## config.mk

```make
export PLATFORM = sky130hd
export DESIGN_NAME = dual_edge_gpio_io_logic
export DESIGN_NICKNAME = d
export VERILOG_FILES = /design/src/core/gpio_pkg.sv /design/src/core/clock_edge_sense.sv /design/src/core/dual_edge_gpio_io_logic.sv
export VERILOG_INCLUDE_DIRS = /design/src /design/src/core
export SDC_FILE = /design/constraint.sdc
export NUM_CORES = 1
export LEC_CHECK = 0
export ABC_AREA = 1
export BUFFER_PORTS_ARGS = -buffer_cell sky130_fd_sc_hd__buf_4
export CORE_MARGIN = 8
export CORE_UTILIZATION = 27
export CTS_BUF_LIST = sky130_fd_sc_hd__clkbuf_8
export DETAILED_ROUTE_END_ITERATION = 8
export REMOVE_ABC_BUFFERS = 1
export SYNTH_ARGS = -nofsm -noshare
export SYNTH_HDL_FRONTEND = slang
export SYNTH_SLANG_ARGS = --single-unit
export TNS_END_PERCENT = 50
```

## constraint.sdc

```tcl
create_clock -name MCLK -period 1.5 [get_ports MCLK]
set_input_delay 0.075 -clock MCLK [delete_from_list [all_inputs] [get_ports MCLK]]
set_output_delay 0.075 -clock MCLK [all_outputs]
set_load 0.005 [all_outputs]
```

## src/core/gpio_map.svh

```systemverilog
`ifndef GPIO_MAP_SVH
`define GPIO_MAP_SVH
// Notes on behaviour
// - Single-rate input: pad level appears on bit 0 of the core input bus.
// - Dual-edge input: bit 0 from rising capture, bit 1 from falling.
// - Dual-edge output: core bit 0 goes out at rise, bit 1 at fall.
// - Single-rate output: pad driven from bit 0 of the core output bus.
// - Bypass input routes the pad to the one net selected by route only when unregistered.
// - Core output enable passes straight through or through a register.
// - Output and enable registers run on the launch side clock.
// - Input registers run on the separate capture side clock.
// - Dual-edge capture hands the core two bits per clock cycle.
// - Normal dual-edge: each bit crosses on its own capture edge.
// - Resync dual-edge: both bits cross on the rising edge only.
// - Resync input: falling bit held half a cycle to meet rising bit.
// - Pins reusing differential resources get no dual-edge function.
// - Input, output and enable paths all meet on one pad.
// - Each register may trigger on rising or falling clock edge.
// - Output register may invert; input and output registered apart.

// Register byte offsets
`define CTRL_OFFSET      8'h00
`define STATUS_OFFSET    8'h04
`define ADDR_BITS        8

// Control field positions
`define CTRL_IN_REG      0
`define CTRL_OUT_REG     1
`define CTRL_OE_REG      2
`define CTRL_IN_NEG      3
`define CTRL_OUT_NEG     4
`define CTRL_OE_NEG      5
`define CTRL_OUT_INV     6
`define CTRL_DUAL_IN     7
`define CTRL_DUAL_OUT    8
`define CTRL_RESYNC      9
`define CTRL_DIFF_REUSE  10
`define CTRL_ROUTE_LSB   11
`define CTRL_WIDTH       13

// Control reset value
`define CTRL_RESET       13'h0000

// Status field positions
`define STAT_PAD         0
`define STAT_IN_LSB      1
`define STAT_OE          3
`define STAT_DUAL_IN     4
`define STAT_DUAL_OUT    5

// Bus responses
`define RESP_OKAY        2'h0
`define RESP_SLVERR      2'h2
`endif

```

## src/core/gpio_pkg.sv

```systemverilog
package gpio_pkg;

  // Bypass routing destinations
  typedef enum logic [1:0] {
    ROUTE_CLOCK,
    ROUTE_CONTROL,
    ROUTE_SYNTH,
    ROUTE_SERIAL
  } route_type;

  // Decoded control register
  typedef struct packed {
    route_type route;
    logic      diff_reuse;
    logic      resync;
    logic      dual_out;
    logic      dual_in;
    logic      out_inv;
    logic      oe_neg;
    logic      out_neg;
    logic      in_neg;
    logic      oe_reg;
    logic      out_reg;
    logic      in_reg;
  } ctrl_type;

  // Edge events of one sampled clock input
  typedef struct packed {
    logic rise;
    logic fall;
  } edges_type;

endpackage

```

## src/core/clock_edge_sense.sv

```systemverilog
`timescale 1ns/1ps
module clock_edge_sense (
  // Clock and reset
  input  wire logic                clk,
  input  wire logic                rst_n,
  // Sampled clock level
  input  wire logic                level,
  // Edge events
  output gpio_pkg::edges_type      edges
);

  logic now_ff;
  logic prv_ff;

  always_ff @(posedge clk) begin
    if (!rst_n) begin
      now_ff <= 1'b0;
      prv_ff <= 1'b0;
    end else begin
      now_ff <= level;
      prv_ff <= now_ff;
    end
  end

  assign edges.rise = now_ff & ~prv_ff;
  assign edges.fall = ~now_ff & prv_ff;

endmodule

```

## src/core/dual_edge_gpio_io_logic.sv

```systemverilog
`timescale 1ns/1ps
`include "gpio_map.svh"
module dual_edge_gpio_io_logic (
  // Clock and reset
  input  wire logic                   MCLK,
  input  wire logic                   RSTN,
  // AXI4-Lite write address
  input  wire logic [`ADDR_BITS-1:0]  AWADDR,
  input  wire logic                   AWVALID,
  output logic                        AWREADY,
  // AXI4-Lite write data
  input  wire logic [31:0]            WDATA,
  input  wire logic [3:0]             WSTRB,
  input  wire logic                   WVALID,
  output logic                        WREADY,
  // AXI4-Lite write response
  output logic [1:0]                  BRESP,
  output logic                        BVALID,
  input  wire logic                   BREADY,
  // AXI4-Lite read address
  input  wire logic [`ADDR_BITS-1:0]  ARADDR,
  input  wire logic                   ARVALID,
  output logic                        ARREADY,
  // AXI4-Lite read data
  output logic [31:0]                 RDATA,
  output logic [1:0]                  RRESP,
  output logic                        RVALID,
  input  wire logic                   RREADY,
  // Core clock network levels
  input  wire logic                   LAUNCH_SIDE_CLOCK,
  input  wire logic                   CAPTURE_SIDE_CLOCK,
  // Core fabric side
  input  wire logic [1:0]             CORE_OUT,
  input  wire logic                   CORE_OE,
  output logic [1:0]                  CORE_IN,
  // Bypass input and its destinations
  output logic                        BYPASS_INPUT,
  output logic                        GLOBAL_CLOCK_NET,
  output logic                        GLOBAL_CONTROL_NET,
  output logic                        SYNTH_REFERENCE_INPUT,
  output logic                        SERIAL_LINK_CLOCK_INPUT,
  // Pad
  input  wire logic                   PAD_I,
  output logic                        PAD_O,
  output logic                        PAD_OE
);

  ////////////////////////////////////////////////////////////////////////////
  // Declarations
  logic [`CTRL_WIDTH-1:0]   ctrl_ff;
  gpio_pkg::ctrl_type       cfg;
  gpio_pkg::edges_type      cap_edges;
  gpio_pkg::edges_type      lau_edges;

  logic                     aw_got_ff;
  logic                     w_got_ff;
  logic [`ADDR_BITS-1:0]    aw_addr_ff;
  logic [31:0]              w_data_ff;
  logic [3:0]               w_strb_ff;
  logic                     do_write;
  logic [31:0]              nxt_rdata;
  logic [1:0]               nxt_rresp;

  logic                     dual_in_ok;
  logic                     dual_out_ok;
  logic                     in_edge;
  logic                     out_edge;
  logic                     oe_edge;

  logic                     hi_cap_ff;
  logic                     lo_cap_ff;
  logic [1:0]               nxt_core_in;

  logic                     out_q_ff;
  logic                     lo_out_ff;
  logic                     oe_q_ff;
  logic                     nxt_data;
  logic                     nxt_oe;
  logic                     bypass_on;

  ////////////////////////////////////////////////////////////////////////////
  // Helpers
  function automatic logic pick_edge(
    input gpio_pkg::edges_type e,
    input logic                neg
  );
    pick_edge = neg ? e.fall : e.rise;
  endfunction

  function automatic logic [31:0] merge_strb(
    input logic [31:0] old_v,
    input logic [31:0] new_v,
    input logic [3:0]  strb
  );
    logic [31:0] res;
    res = old_v;
    for (int i = 0; i < 4; i++) begin
      if (strb[i]) begin
        res[i*8 +: 8] = new_v[i*8 +: 8];
      end
    end
    merge_strb = res;
  endfunction

  ////////////////////////////////////////////////////////////////////////////
  // Clock level edge detection
  clock_edge_sense u_capture_edges (
    .clk   (MCLK),
    .rst_n (RSTN),
    .level (CAPTURE_SIDE_CLOCK),
    .edges (cap_edges)
  );

  clock_edge_sense u_launch_edges (
    .clk   (MCLK),
    .rst_n (RSTN),
    .level (LAUNCH_SIDE_CLOCK),
    .edges (lau_edges)
  );

  ////////////////////////////////////////////////////////////////////////////
  // Write channel
  assign do_write = aw_got_ff & w_got_ff & ~BVALID;

  always_ff @(posedge MCLK) begin
    if (!RSTN) begin
      aw_got_ff  <= 1'b0;
      aw_addr_ff <= '0;
      AWREADY    <= 1'b0;
    end else begin
      AWREADY <= ~aw_got_ff & ~AWREADY & ~BVALID;
      if (AWVALID && AWREADY) begin
        aw_got_ff  <= 1'b1;
        aw_addr_ff <= AWADDR;
        AWREADY    <= 1'b0;
      end else if (do_write) begin
        aw_got_ff <= 1'b0;
      end
    end
  end

  always_ff @(posedge MCLK) begin
    if (!RSTN) begin
      w_got_ff  <= 1'b0;
      w_data_ff <= 32'h00000000;
      w_strb_ff <= 4'h0;
      WREADY    <= 1'b0;
    end else begin
      WREADY <= ~w_got_ff & ~WREADY & ~BVALID;
      if (WVALID && WREADY) begin
        w_got_ff  <= 1'b1;
        w_data_ff <= WDATA;
        w_strb_ff <= WSTRB;
        WREADY    <= 1'b0;
      end else if (do_write) begin
        w_got_ff <= 1'b0;
      end
    end
  end

  always_ff @(posedge MCLK) begin
    if (!RSTN) begin
      BVALID <= 1'b0;
      BRESP  <= `RESP_OKAY;
    end else if (do_write) begin
      BVALID <= 1'b1;
      if (aw_addr_ff == `CTRL_OFFSET || aw_addr_ff == `STATUS_OFFSET) begin
        BRESP <= `RESP_OKAY;
      end else begin
        BRESP <= `RESP_SLVERR;
      end
    end else if (BREADY) begin
      BVALID <= 1'b0;
    end
  end

  always_ff @(posedge MCLK) begin
    if (!RSTN) begin
      ctrl_ff <= `CTRL_RESET;
    end else if (do_write && aw_addr_ff == `CTRL_OFFSET) begin
      ctrl_ff <= `CTRL_WIDTH'(merge_strb({19'h00000, ctrl_ff}, w_data_ff,
                                         w_strb_ff));
    end
  end

  assign cfg = gpio_pkg::ctrl_type'(ctrl_ff);

  ////////////////////////////////////////////////////////////////////////////
  // Read channel
  always_comb begin
    nxt_rdata = 32'h00000000;
    nxt_rresp = `RESP_OKAY;
    unique case (ARADDR)
      `CTRL_OFFSET: begin
        nxt_rdata[`CTRL_WIDTH-1:0] = ctrl_ff;
      end
      `STATUS_OFFSET: begin
        nxt_rdata[`STAT_PAD]              = PAD_I;
        nxt_rdata[`STAT_IN_LSB +: 2]      = CORE_IN;
        nxt_rdata[`STAT_OE]               = PAD_OE;
        nxt_rdata[`STAT_DUAL_IN]          = dual_in_ok;
        nxt_rdata[`STAT_DUAL_OUT]         = dual_out_ok;
      end
      default: begin
        nxt_rresp = `RESP_SLVERR;
      end
    endcase
  end

  always_ff @(posedge MCLK) begin
    if (!RSTN) begin
      ARREADY <= 1'b0;
      RVALID  <= 1'b0;
      RDATA   <= 32'h00000000;
      RRESP   <= `RESP_OKAY;
    end else begin
      ARREADY <= ~RVALID & ~ARREADY;
      if (ARVALID && ARREADY) begin
        ARREADY <= 1'b0;
        RVALID  <= 1'b1;
        RDATA   <= nxt_rdata;
        RRESP   <= nxt_rresp;
      end else if (RVALID && RREADY) begin
        RVALID <= 1'b0;
      end
    end
  end

  ////////////////////////////////////////////////////////////////////////////
  // Mode qualification
  assign dual_in_ok  = cfg.dual_in & ~cfg.diff_reuse;
  assign dual_out_ok = cfg.dual_out & ~cfg.diff_reuse;
  assign in_edge     = pick_edge(cap_edges, cfg.in_neg);
  assign out_edge    = pick_edge(lau_edges, cfg.out_neg);
  assign oe_edge     = pick_edge(lau_edges, cfg.oe_neg);

  ////////////////////////////////////////////////////////////////////////////
  // Input capture, on capture side clock edges
  always_ff @(posedge MCLK) begin
    if (!RSTN) begin
      hi_cap_ff <= 1'b0;
      lo_cap_ff <= 1'b0;
    end else begin
      if (cap_edges.rise) begin
        hi_cap_ff <= PAD_I;
      end
      if (cap_edges.fall) begin
        lo_cap_ff <= PAD_I;
      end
    end
  end

  always_comb begin
    nxt_core_in = CORE_IN;
    if (dual_in_ok) begin
      if (cfg.resync) begin
        if (cap_edges.rise) begin
          nxt_core_in = {lo_cap_ff, hi_cap_ff};
        end
      end else begin
        if (cap_edges.rise) begin
          nxt_core_in[0] = PAD_I;
        end
        if (cap_edges.fall) begin
          nxt_core_in[1] = PAD_I;
        end
      end
    end else if (cfg.in_reg) begin
      if (in_edge) begin
        nxt_core_in = {1'b0, PAD_I};
      end
    end else begin
      nxt_core_in = {1'b0, PAD_I};
    end
  end

  always_ff @(posedge MCLK) begin
    if (!RSTN) begin
      CORE_IN <= 2'h0;
    end else begin
      CORE_IN <= nxt_core_in;
    end
  end

  ////////////////////////////////////////////////////////////////////////////
  // Bypass input routing
  assign bypass_on = ~cfg.in_reg & ~dual_in_ok;

  always_ff @(posedge MCLK) begin
    if (!RSTN) begin
      BYPASS_INPUT            <= 1'b0;
      GLOBAL_CLOCK_NET        <= 1'b0;
      GLOBAL_CONTROL_NET      <= 1'b0;
      SYNTH_REFERENCE_INPUT   <= 1'b0;
      SERIAL_LINK_CLOCK_INPUT <= 1'b0;
    end else begin
      BYPASS_INPUT <= bypass_on & PAD_I;
      GLOBAL_CLOCK_NET <= bypass_on & PAD_I
                          & (cfg.route == gpio_pkg::ROUTE_CLOCK);
      GLOBAL_CONTROL_NET <= bypass_on & PAD_I
                            & (cfg.route == gpio_pkg::ROUTE_CONTROL);
      SYNTH_REFERENCE_INPUT <= bypass_on & PAD_I
                               & (cfg.route == gpio_pkg::ROUTE_SYNTH);
      SERIAL_LINK_CLOCK_INPUT <= bypass_on & PAD_I
                                 & (cfg.route == gpio_pkg::ROUTE_SERIAL);
    end
  end

  ////////////////////////////////////////////////////////////////////////////
  // Output launch, on launch side clock edges
  always_ff @(posedge MCLK) begin
    if (!RSTN) begin
      out_q_ff  <= 1'b0;
      lo_out_ff <= 1'b0;
    end else if (dual_out_ok) begin
      if (lau_edges.rise) begin
        out_q_ff <= CORE_OUT[0] ^ cfg.out_inv;
        if (cfg.resync) begin
          lo_out_ff <= CORE_OUT[1] ^ cfg.out_inv;
        end
      end
      if (lau_edges.fall) begin
        if (cfg.resync) begin
          out_q_ff <= lo_out_ff;
        end else begin
          out_q_ff <= CORE_OUT[1] ^ cfg.out_inv;
        end
      end
    end else if (out_edge) begin
      out_q_ff <= CORE_OUT[0] ^ cfg.out_inv;
    end
  end

  always_ff @(posedge MCLK) begin
    if (!RSTN) begin
      oe_q_ff <= 1'b0;
    end else if (oe_edge) begin
      oe_q_ff <= CORE_OE;
    end
  end

  ////////////////////////////////////////////////////////////////////////////
  // Pad drive
  always_comb begin
    if (cfg.out_reg || dual_out_ok) begin
      nxt_data = out_q_ff;
    end else begin
      nxt_data = CORE_OUT[0];
    end
    if (cfg.oe_reg) begin
      nxt_oe = oe_q_ff;
    end else begin
      nxt_oe = CORE_OE;
    end
  end

  always_ff @(posedge MCLK) begin
    if (!RSTN) begin
      PAD_O  <= 1'b0;
      PAD_OE <= 1'b0;
    end else begin
      PAD_OE <= nxt_oe;
      PAD_O  <= nxt_oe & nxt_data;
    end
  end

endmodule

```

* Word level (Yosys, flattened, before mapping)
Cells that the tools add are included.
Widths: inputs -> output; s select.
** Cells by class
- Divide/modulo/power cells :: 0
- Shifts and indexed selects :: 0
- Add/sub/neg operators :: 0
- Eq/ne operators :: 10
- Magnitude comparators :: 0
- Multipliers :: 0
- Reductions and logical operators :: 25
- Mux-type cells :: 28
- Bitwise logic cells :: 37
** Operator list (number)
- $and 1x1->1 :: 20
- $mux 1 :: 19
- $eq 8x3->1 const B :: 2
- $logic_not 8->1 :: 2
- $not 1->1 :: 15
- $mux 2 :: 7
- $pmux 6 s2 :: 1
- $reduce_bool 2->1 :: 5
- $ne 3x3->1 const B :: 3
- $reduce_and 2->1 :: 4
- $reduce_or 2->1 :: 4
- $mux 7 :: 1
- $reduce_and 3->1 :: 2
- $logic_and 1x1->1 :: 5
- $eq 2x2->1 const B :: 2
- $ne 3x1->1 const B :: 1
- $eq 2x1->1 const B :: 1
- $logic_not 2->1 :: 1
- $logic_or 1x1->1 :: 2
- $ne 2x2->1 const B :: 1
- $xor 1x1->1 :: 2
** Storage, ports and cells
- Memory bits (writable) :: 0
- Output and inout bits :: 50
- Bits of input ports :: 65
- Bits in read-only memories :: 0
- Memories :: 0
- Logic and storage cells :: 133
- Register bits :: 78
- Latch bits :: 0

* Longest topological paths before layout
- Depth after elaboration :: 6
- Gate-level depth with buffers :: 8

* By module
A second synthesis with hierarchy kept.
** Second synthesis, totals
- Cell total of the unflattened synthesis :: 467
- Area total of the unflattened synthesis :: 3316.9 µm²
** Modules (own cells, without submodules)
- dual_edge_gpio_io_logic :: cells each 447, sequential area each 1441.4 µm², area each 3171.8 µm², times used 1
- clock_edge_sense :: cells each 10, sequential area each 40.0 µm², area each 72.6 µm², times used 2

* Worst setup path before layout
Ideal clock, no wire load.
- Path type :: register -> register
- From :: register u_launch_edges.prv_ff
- To :: register out_q_ff
- Setup time :: 0.070 ns
- Arrival :: 1.115 ns
- Clock period less this slack :: 1.186 ns
- Cell stages (with the launch flop) :: 7
- Required time :: 1.430 ns
- Path slack :: 0.314 ns
- Cell sequence :: dfxtp_1 -> inv_1 -> ha_1 -> or2_2 -> nand2_1 -> nand3_1 -> a21oi_1
** On the way
- Cells in the longest elaborated chain, start to end :: 5
- Elaborated cells on any way between the ends :: 9
- Those cells by class :: eq/ne: 1; mux: 3; bitwise: 3; reduce/logical: 2
** RTL lines
- from (decl) :: RTL line clock_edge_sense.sv:13 : logic prv_ff;
- from (signal assigned) :: RTL line clock_edge_sense.sv:21 : prv_ff <= now_ff;
- $not 1->1 :: RTL line clock_edge_sense.sv:25 : assign edges.rise = now_ff & ~prv_ff;
- $and 1x1->1 :: RTL line clock_edge_sense.sv:25
- $mux 1 :: RTL line dual_edge_gpio_io_logic.sv:87 : pick_edge = neg ? e.fall : e.rise;
- $reduce_bool 2->1 (no line)
- $reduce_and 2->1 (no line)
- to (signal assigned) :: RTL line dual_edge_gpio_io_logic.sv:317 : out_q_ff <= CORE_OUT[0] ^ cfg.out_inv;
- to (signal assigned) :: RTL line dual_edge_gpio_io_logic.sv:324 : out_q_ff <= lo_out_ff;
- to (signal assigned) :: RTL line dual_edge_gpio_io_logic.sv:326 : out_q_ff <= CORE_OUT[1] ^ cfg.out_inv;
- to (decl) :: RTL line dual_edge_gpio_io_logic.sv:74 : logic out_q_ff;
Parallel ways exist; a longest one is shown, timed or not.
A chain may end at the register's enable or synchronous reset.

* Final worst setup path
- From :: register ctrl_ff[7], in the netlist cfg[7]
- To :: register CORE_IN[0]
** On the way
- Cells in the longest elaborated chain, start to end :: 3
- Elaborated cells on any way between the ends :: 5
- Those cells by class :: eq/ne: 2; mux: 1; bitwise: 1; reduce/logical: 1
** RTL lines
- from (decl) :: RTL line dual_edge_gpio_io_logic.sv:50 : logic [`CTRL_WIDTH-1:0] ctrl_ff;
- from (signal assigned) :: RTL line dual_edge_gpio_io_logic.sv:179 : ctrl_ff <= `CTRL_RESET;
- from (signal assigned) :: RTL line dual_edge_gpio_io_logic.sv:181 : ctrl_ff <= `CTRL_WIDTH'(merge_strb({19'h00000, ctrl_ff}, w_data_ff,
- $and 1x1->1 (*) :: RTL line dual_edge_gpio_io_logic.sv:231 : assign dual_in_ok = cfg.dual_in & ~cfg.diff_reuse;
- $ne 3x1->1 (no line) / $ne 2x2->1 (equally long branches)
- $reduce_and 2->1 (no line)
- to (signal assigned) :: RTL line dual_edge_gpio_io_logic.sv:281 : CORE_IN <= nxt_core_in;
- to (decl) :: RTL line dual_edge_gpio_io_logic.sv:35 : output logic [1:0] CORE_IN,
Mark *: on every way between the ends. The rest lies on a longest branch, timed or not.

==> flow_summary.toml <==
[logic_synthesis]
yosysWarnings = 0
synth_cell_types = 28
synthCells = 453
synth_top_area_frac = 0.468
synth_area_leaders = "dfxtp_1, nor2_1, nand2_1, o21ai_0, inv_1"
synth_seq_cells = 76
yosysSeqAreaShare = 0.468
synth.avg_cell_area_um2 = 7.18
synth_top_cell_by_area = "dfxtp_1"
syn-cell-area_mm2 = 0.00325

[clocking]
cts_root_buf = "clkbuf_8"
insertion_delay_ns = 0.34
cts_tree = "yes"
cts_buffer_depth = 2
clock_sinks = 76
path_clk_slew_ns = 0.08
cts_resized = 0
cts_buffers = 9
cts_max_level = 3

[layout]
layout_commonest_cell = "nor2_1"
final_cells = 700
final_nets = 616
antenna_cells = 0
final_cell_mix = "nor2_1, nand2_1, buf_4, dfxtp_1, inv_1"
fin_util = 0.366
drive_above_1_share = 0.186
syn2layout_area_growth_pct = 34.0

[sta]
finClkSkew_ns = 0.0104
fin_crit_ns = 1.29
period_share = 0.863
maxSlewViolCount = 0
setup_tns_ns = 0
hold_viol = 0
rsz0062_at_grt = "false"
timing.fmax_ghz = 0.772
layout_setup_ws_ns = 0.205
setup_viol = 0

[routing]
dr_wl_met2_um = 3800
met3_length_um = 582
num_vias = 2961
drt_first_pass_iters = 5
drc_errors = 0
postRouteAntennaNets = 0
dr.first_iter.drc_count = 125
highest_layer = "met4"
wl_met1_um = 3710
drt-wirelength-per-cell_um = 11.7
via_per_inst = 4.23
routed_wl_um = 8170

[critical_path]
start_kind = "register"
rr_endpoint = "CORE_IN[0]$_SDFFE_PN0P_"
r2r_slack_ns = 0.21
required_ns = 1.74
worstSetupEndpointType = "register"
cp_cell_sequence = "inv_1, nor2_1, o21ai_0, a21oi_1, nor2_1"
cp_slowest_cell = "dfxtp_1"
r2r_start = "cfg[7]$_SDFFE_PN0P_"
cp_max_fo = 6
arrival_ns = 1.54
crit_type = "register to register"
worstRegToRegCells = 5
cp_top_family = "simple AND/OR/NAND/NOR gates"
crit_top_cell = "nor2_1"
path_buf_inv = 1
max_stage_delay_ns = 0.37

[placement]
placed_cells = 661
hpwl_um = 5950
place.gp.congestion = 0.764
port_buffers = 72
place_ws_ns = 0.235

[floorplanning]
dieArea_mm2 = 0.0158
fp.dieH_um = 126
initial_utilization = 0.273
die_w_um = 126
core_area_mm2 = 0.0119
ios = 115
placementRows = 40

[power]
power_leakage_nw = 2.13
power.share.switching = 0.224
p_per_area_mw_per_mm2 = 1080
combPwrFrac = 0.109
pwr-share-seq = 0.463
p_int_mw = 3.65
totalPowerFinal_mw = 4.71
ir_drop_uv = 481
clkPwrFrac = 0.428
switchingPower_mw = 1.06

[status]
status = "completed"

[global_routing]
grtUsageTotal = 0.106
grt_pass1_vias = 2958
grt_antenna_before_repair = 0
grt_max_degree = 38
grt_pass1_wl_um = 13800
grt_overflow = 0

[min_path]
holdPathStages = 3
whs_endpoint = "w_data_ff[3]$_SDFFE_PN0P_"
hp-class = "input pin to register"
hp-start = "WDATA[3]"

[run]
drv_cap = 0
==> metrics by stage <==
stage | area (um^2) | hold WS (ns)
global placement | 3860 | 0.266
finish | 4360 | 0.0128
floorplan | 3100 | 0.168
detailed placement | 3860 | 0.265
CTS | 4360 | 0.00201
global route | 4360 | 0.00771
==> state kept, by name (all words and copies together), names as in the netlist, 2 cells and up <==
register,flops
cfg,13
CORE_IN,2
aw_addr_ff,8
w_strb_ff,2
w_data_ff,13
RDATA,13
==> how the worst max path moves through the flow <==
| stage | slack (ns) | to | startpoint | depth (start not counted) |
|---|---|---|---|---|
| final | 0.21 | CORE_IN[0]$_SDFFE_PN0P_ | cfg[7]$_SDFFE_PN0P_ | 5 |
| after global placement | 0.20 | CORE_IN[0]$_SDFFE_PN0P_ | cfg[7]$_SDFFE_PN0P_ | 5 |
| after CTS | 0.21 | CORE_IN[0]$_SDFFE_PN0P_ | cfg[7]$_SDFFE_PN0P_ | 5 |
| after global routing | 0.08 | CORE_IN[1]$_SDFFE_PN0P_ | cfg[7]$_SDFFE_PN0P_ | 7 |
| after floorplan | 0.28 | RRESP[1]$_SDFFE_PN0P_ | ARREADY$_SDFF_PP0_ | 4 |
| after detailed placement | 0.23 | out_q_ff$_SDFFE_PN0P_ | u_launch_edges.prv_ff$_SDFF_PN0_ | 6 |
==> cell usage after synthesis <==
cell,count
a21oi_1,23
a31oi_1,2
buf_1,2
buf_2,5
buf_4,22
buf_6,1
clkbuf_1,6
clkinv_1,1
conb_1,1
dfxtp_1,76
ha_1,2
inv_1,46
inv_2,1
nand2_1,79
nand2_2,2
nand3_1,25
nand3_2,1
nand3_4,1
nand3b_1,1
nand3b_4,1
nor2_1,102
nor2_4,2
nor3_1,5
nor4_1,4
o21ai_0,38
or2_2,2
or2_4,1
xnor2_1,1
==> tightest hold or removal path: cells and delay by family <==
family | cells | cell delay, ns
buf+inv | 1 | 0.08
simple gates | 1 | 0.08
compound gates | 1 | 0.08
==> what timing repair did <==
| item | 4_1_cts | 5_1_grt |
|---|---|---|
| hold buffers | 24 | 0 |
| endpoints found under the hold margin | 24 | 0 |
| setup buffers | 0 | 0 |
| setup endpoints to repair | 0 | 0 |
==> metal layers <==
| layer | global-route usage | up-vias |
|---|---|---|
| met3 | 0.0426 | 8 |
| met1 | 0.122 | 1319 |
| met2 | 0.180 | 72 |
| met4 | 0.0290 | 0 |
| li1 | - | 1562 |
| met5 | 0 | - |
==> logic make-up (layout without fill, tap and decap cells) <==
kind of cell / after synthesis / in the layout / synth area share
AO/OA/AOI/OAI: 63 / 63 / 0.0977
AND/OR/NAND/NOR: 226 / 226 / 0.297
adder cells (fa/ha/maj): 2 / 2 / 0.00769
flip-flops: 76 / 76 / 0.468
XOR/XNOR: 1 / 1 / 0.00269
buffers and inverters: 84 / 164 / 0.126
other: 1 / 21 / 0.00115
==> cell type report <==
type	instances	area, um^2
Fill cell	1266	7550
Tap cell	147	184
Clock buffer	9	124
Timing Repair Buffer	101	818
Inverter	48	180
Multi-Input combinational cell	313	1400
Sequential cell	76	1520
Clock inverter	6	138
==> power groups by stage <==
stage | logic (mW) | registers (mW) | clock network (mW)
floorplan | 0.230 | 2.22 | 0
global placement | 0.463 | 2.22 | 0
detailed placement | 0.470 | 2.23 | 0
CTS | 0.523 | 2.18 | 2.08
global route | 0.586 | 2.20 | 2.18
finish | 0.514 | 2.18 | 2.01
Power figures use the tool's default switching activity.
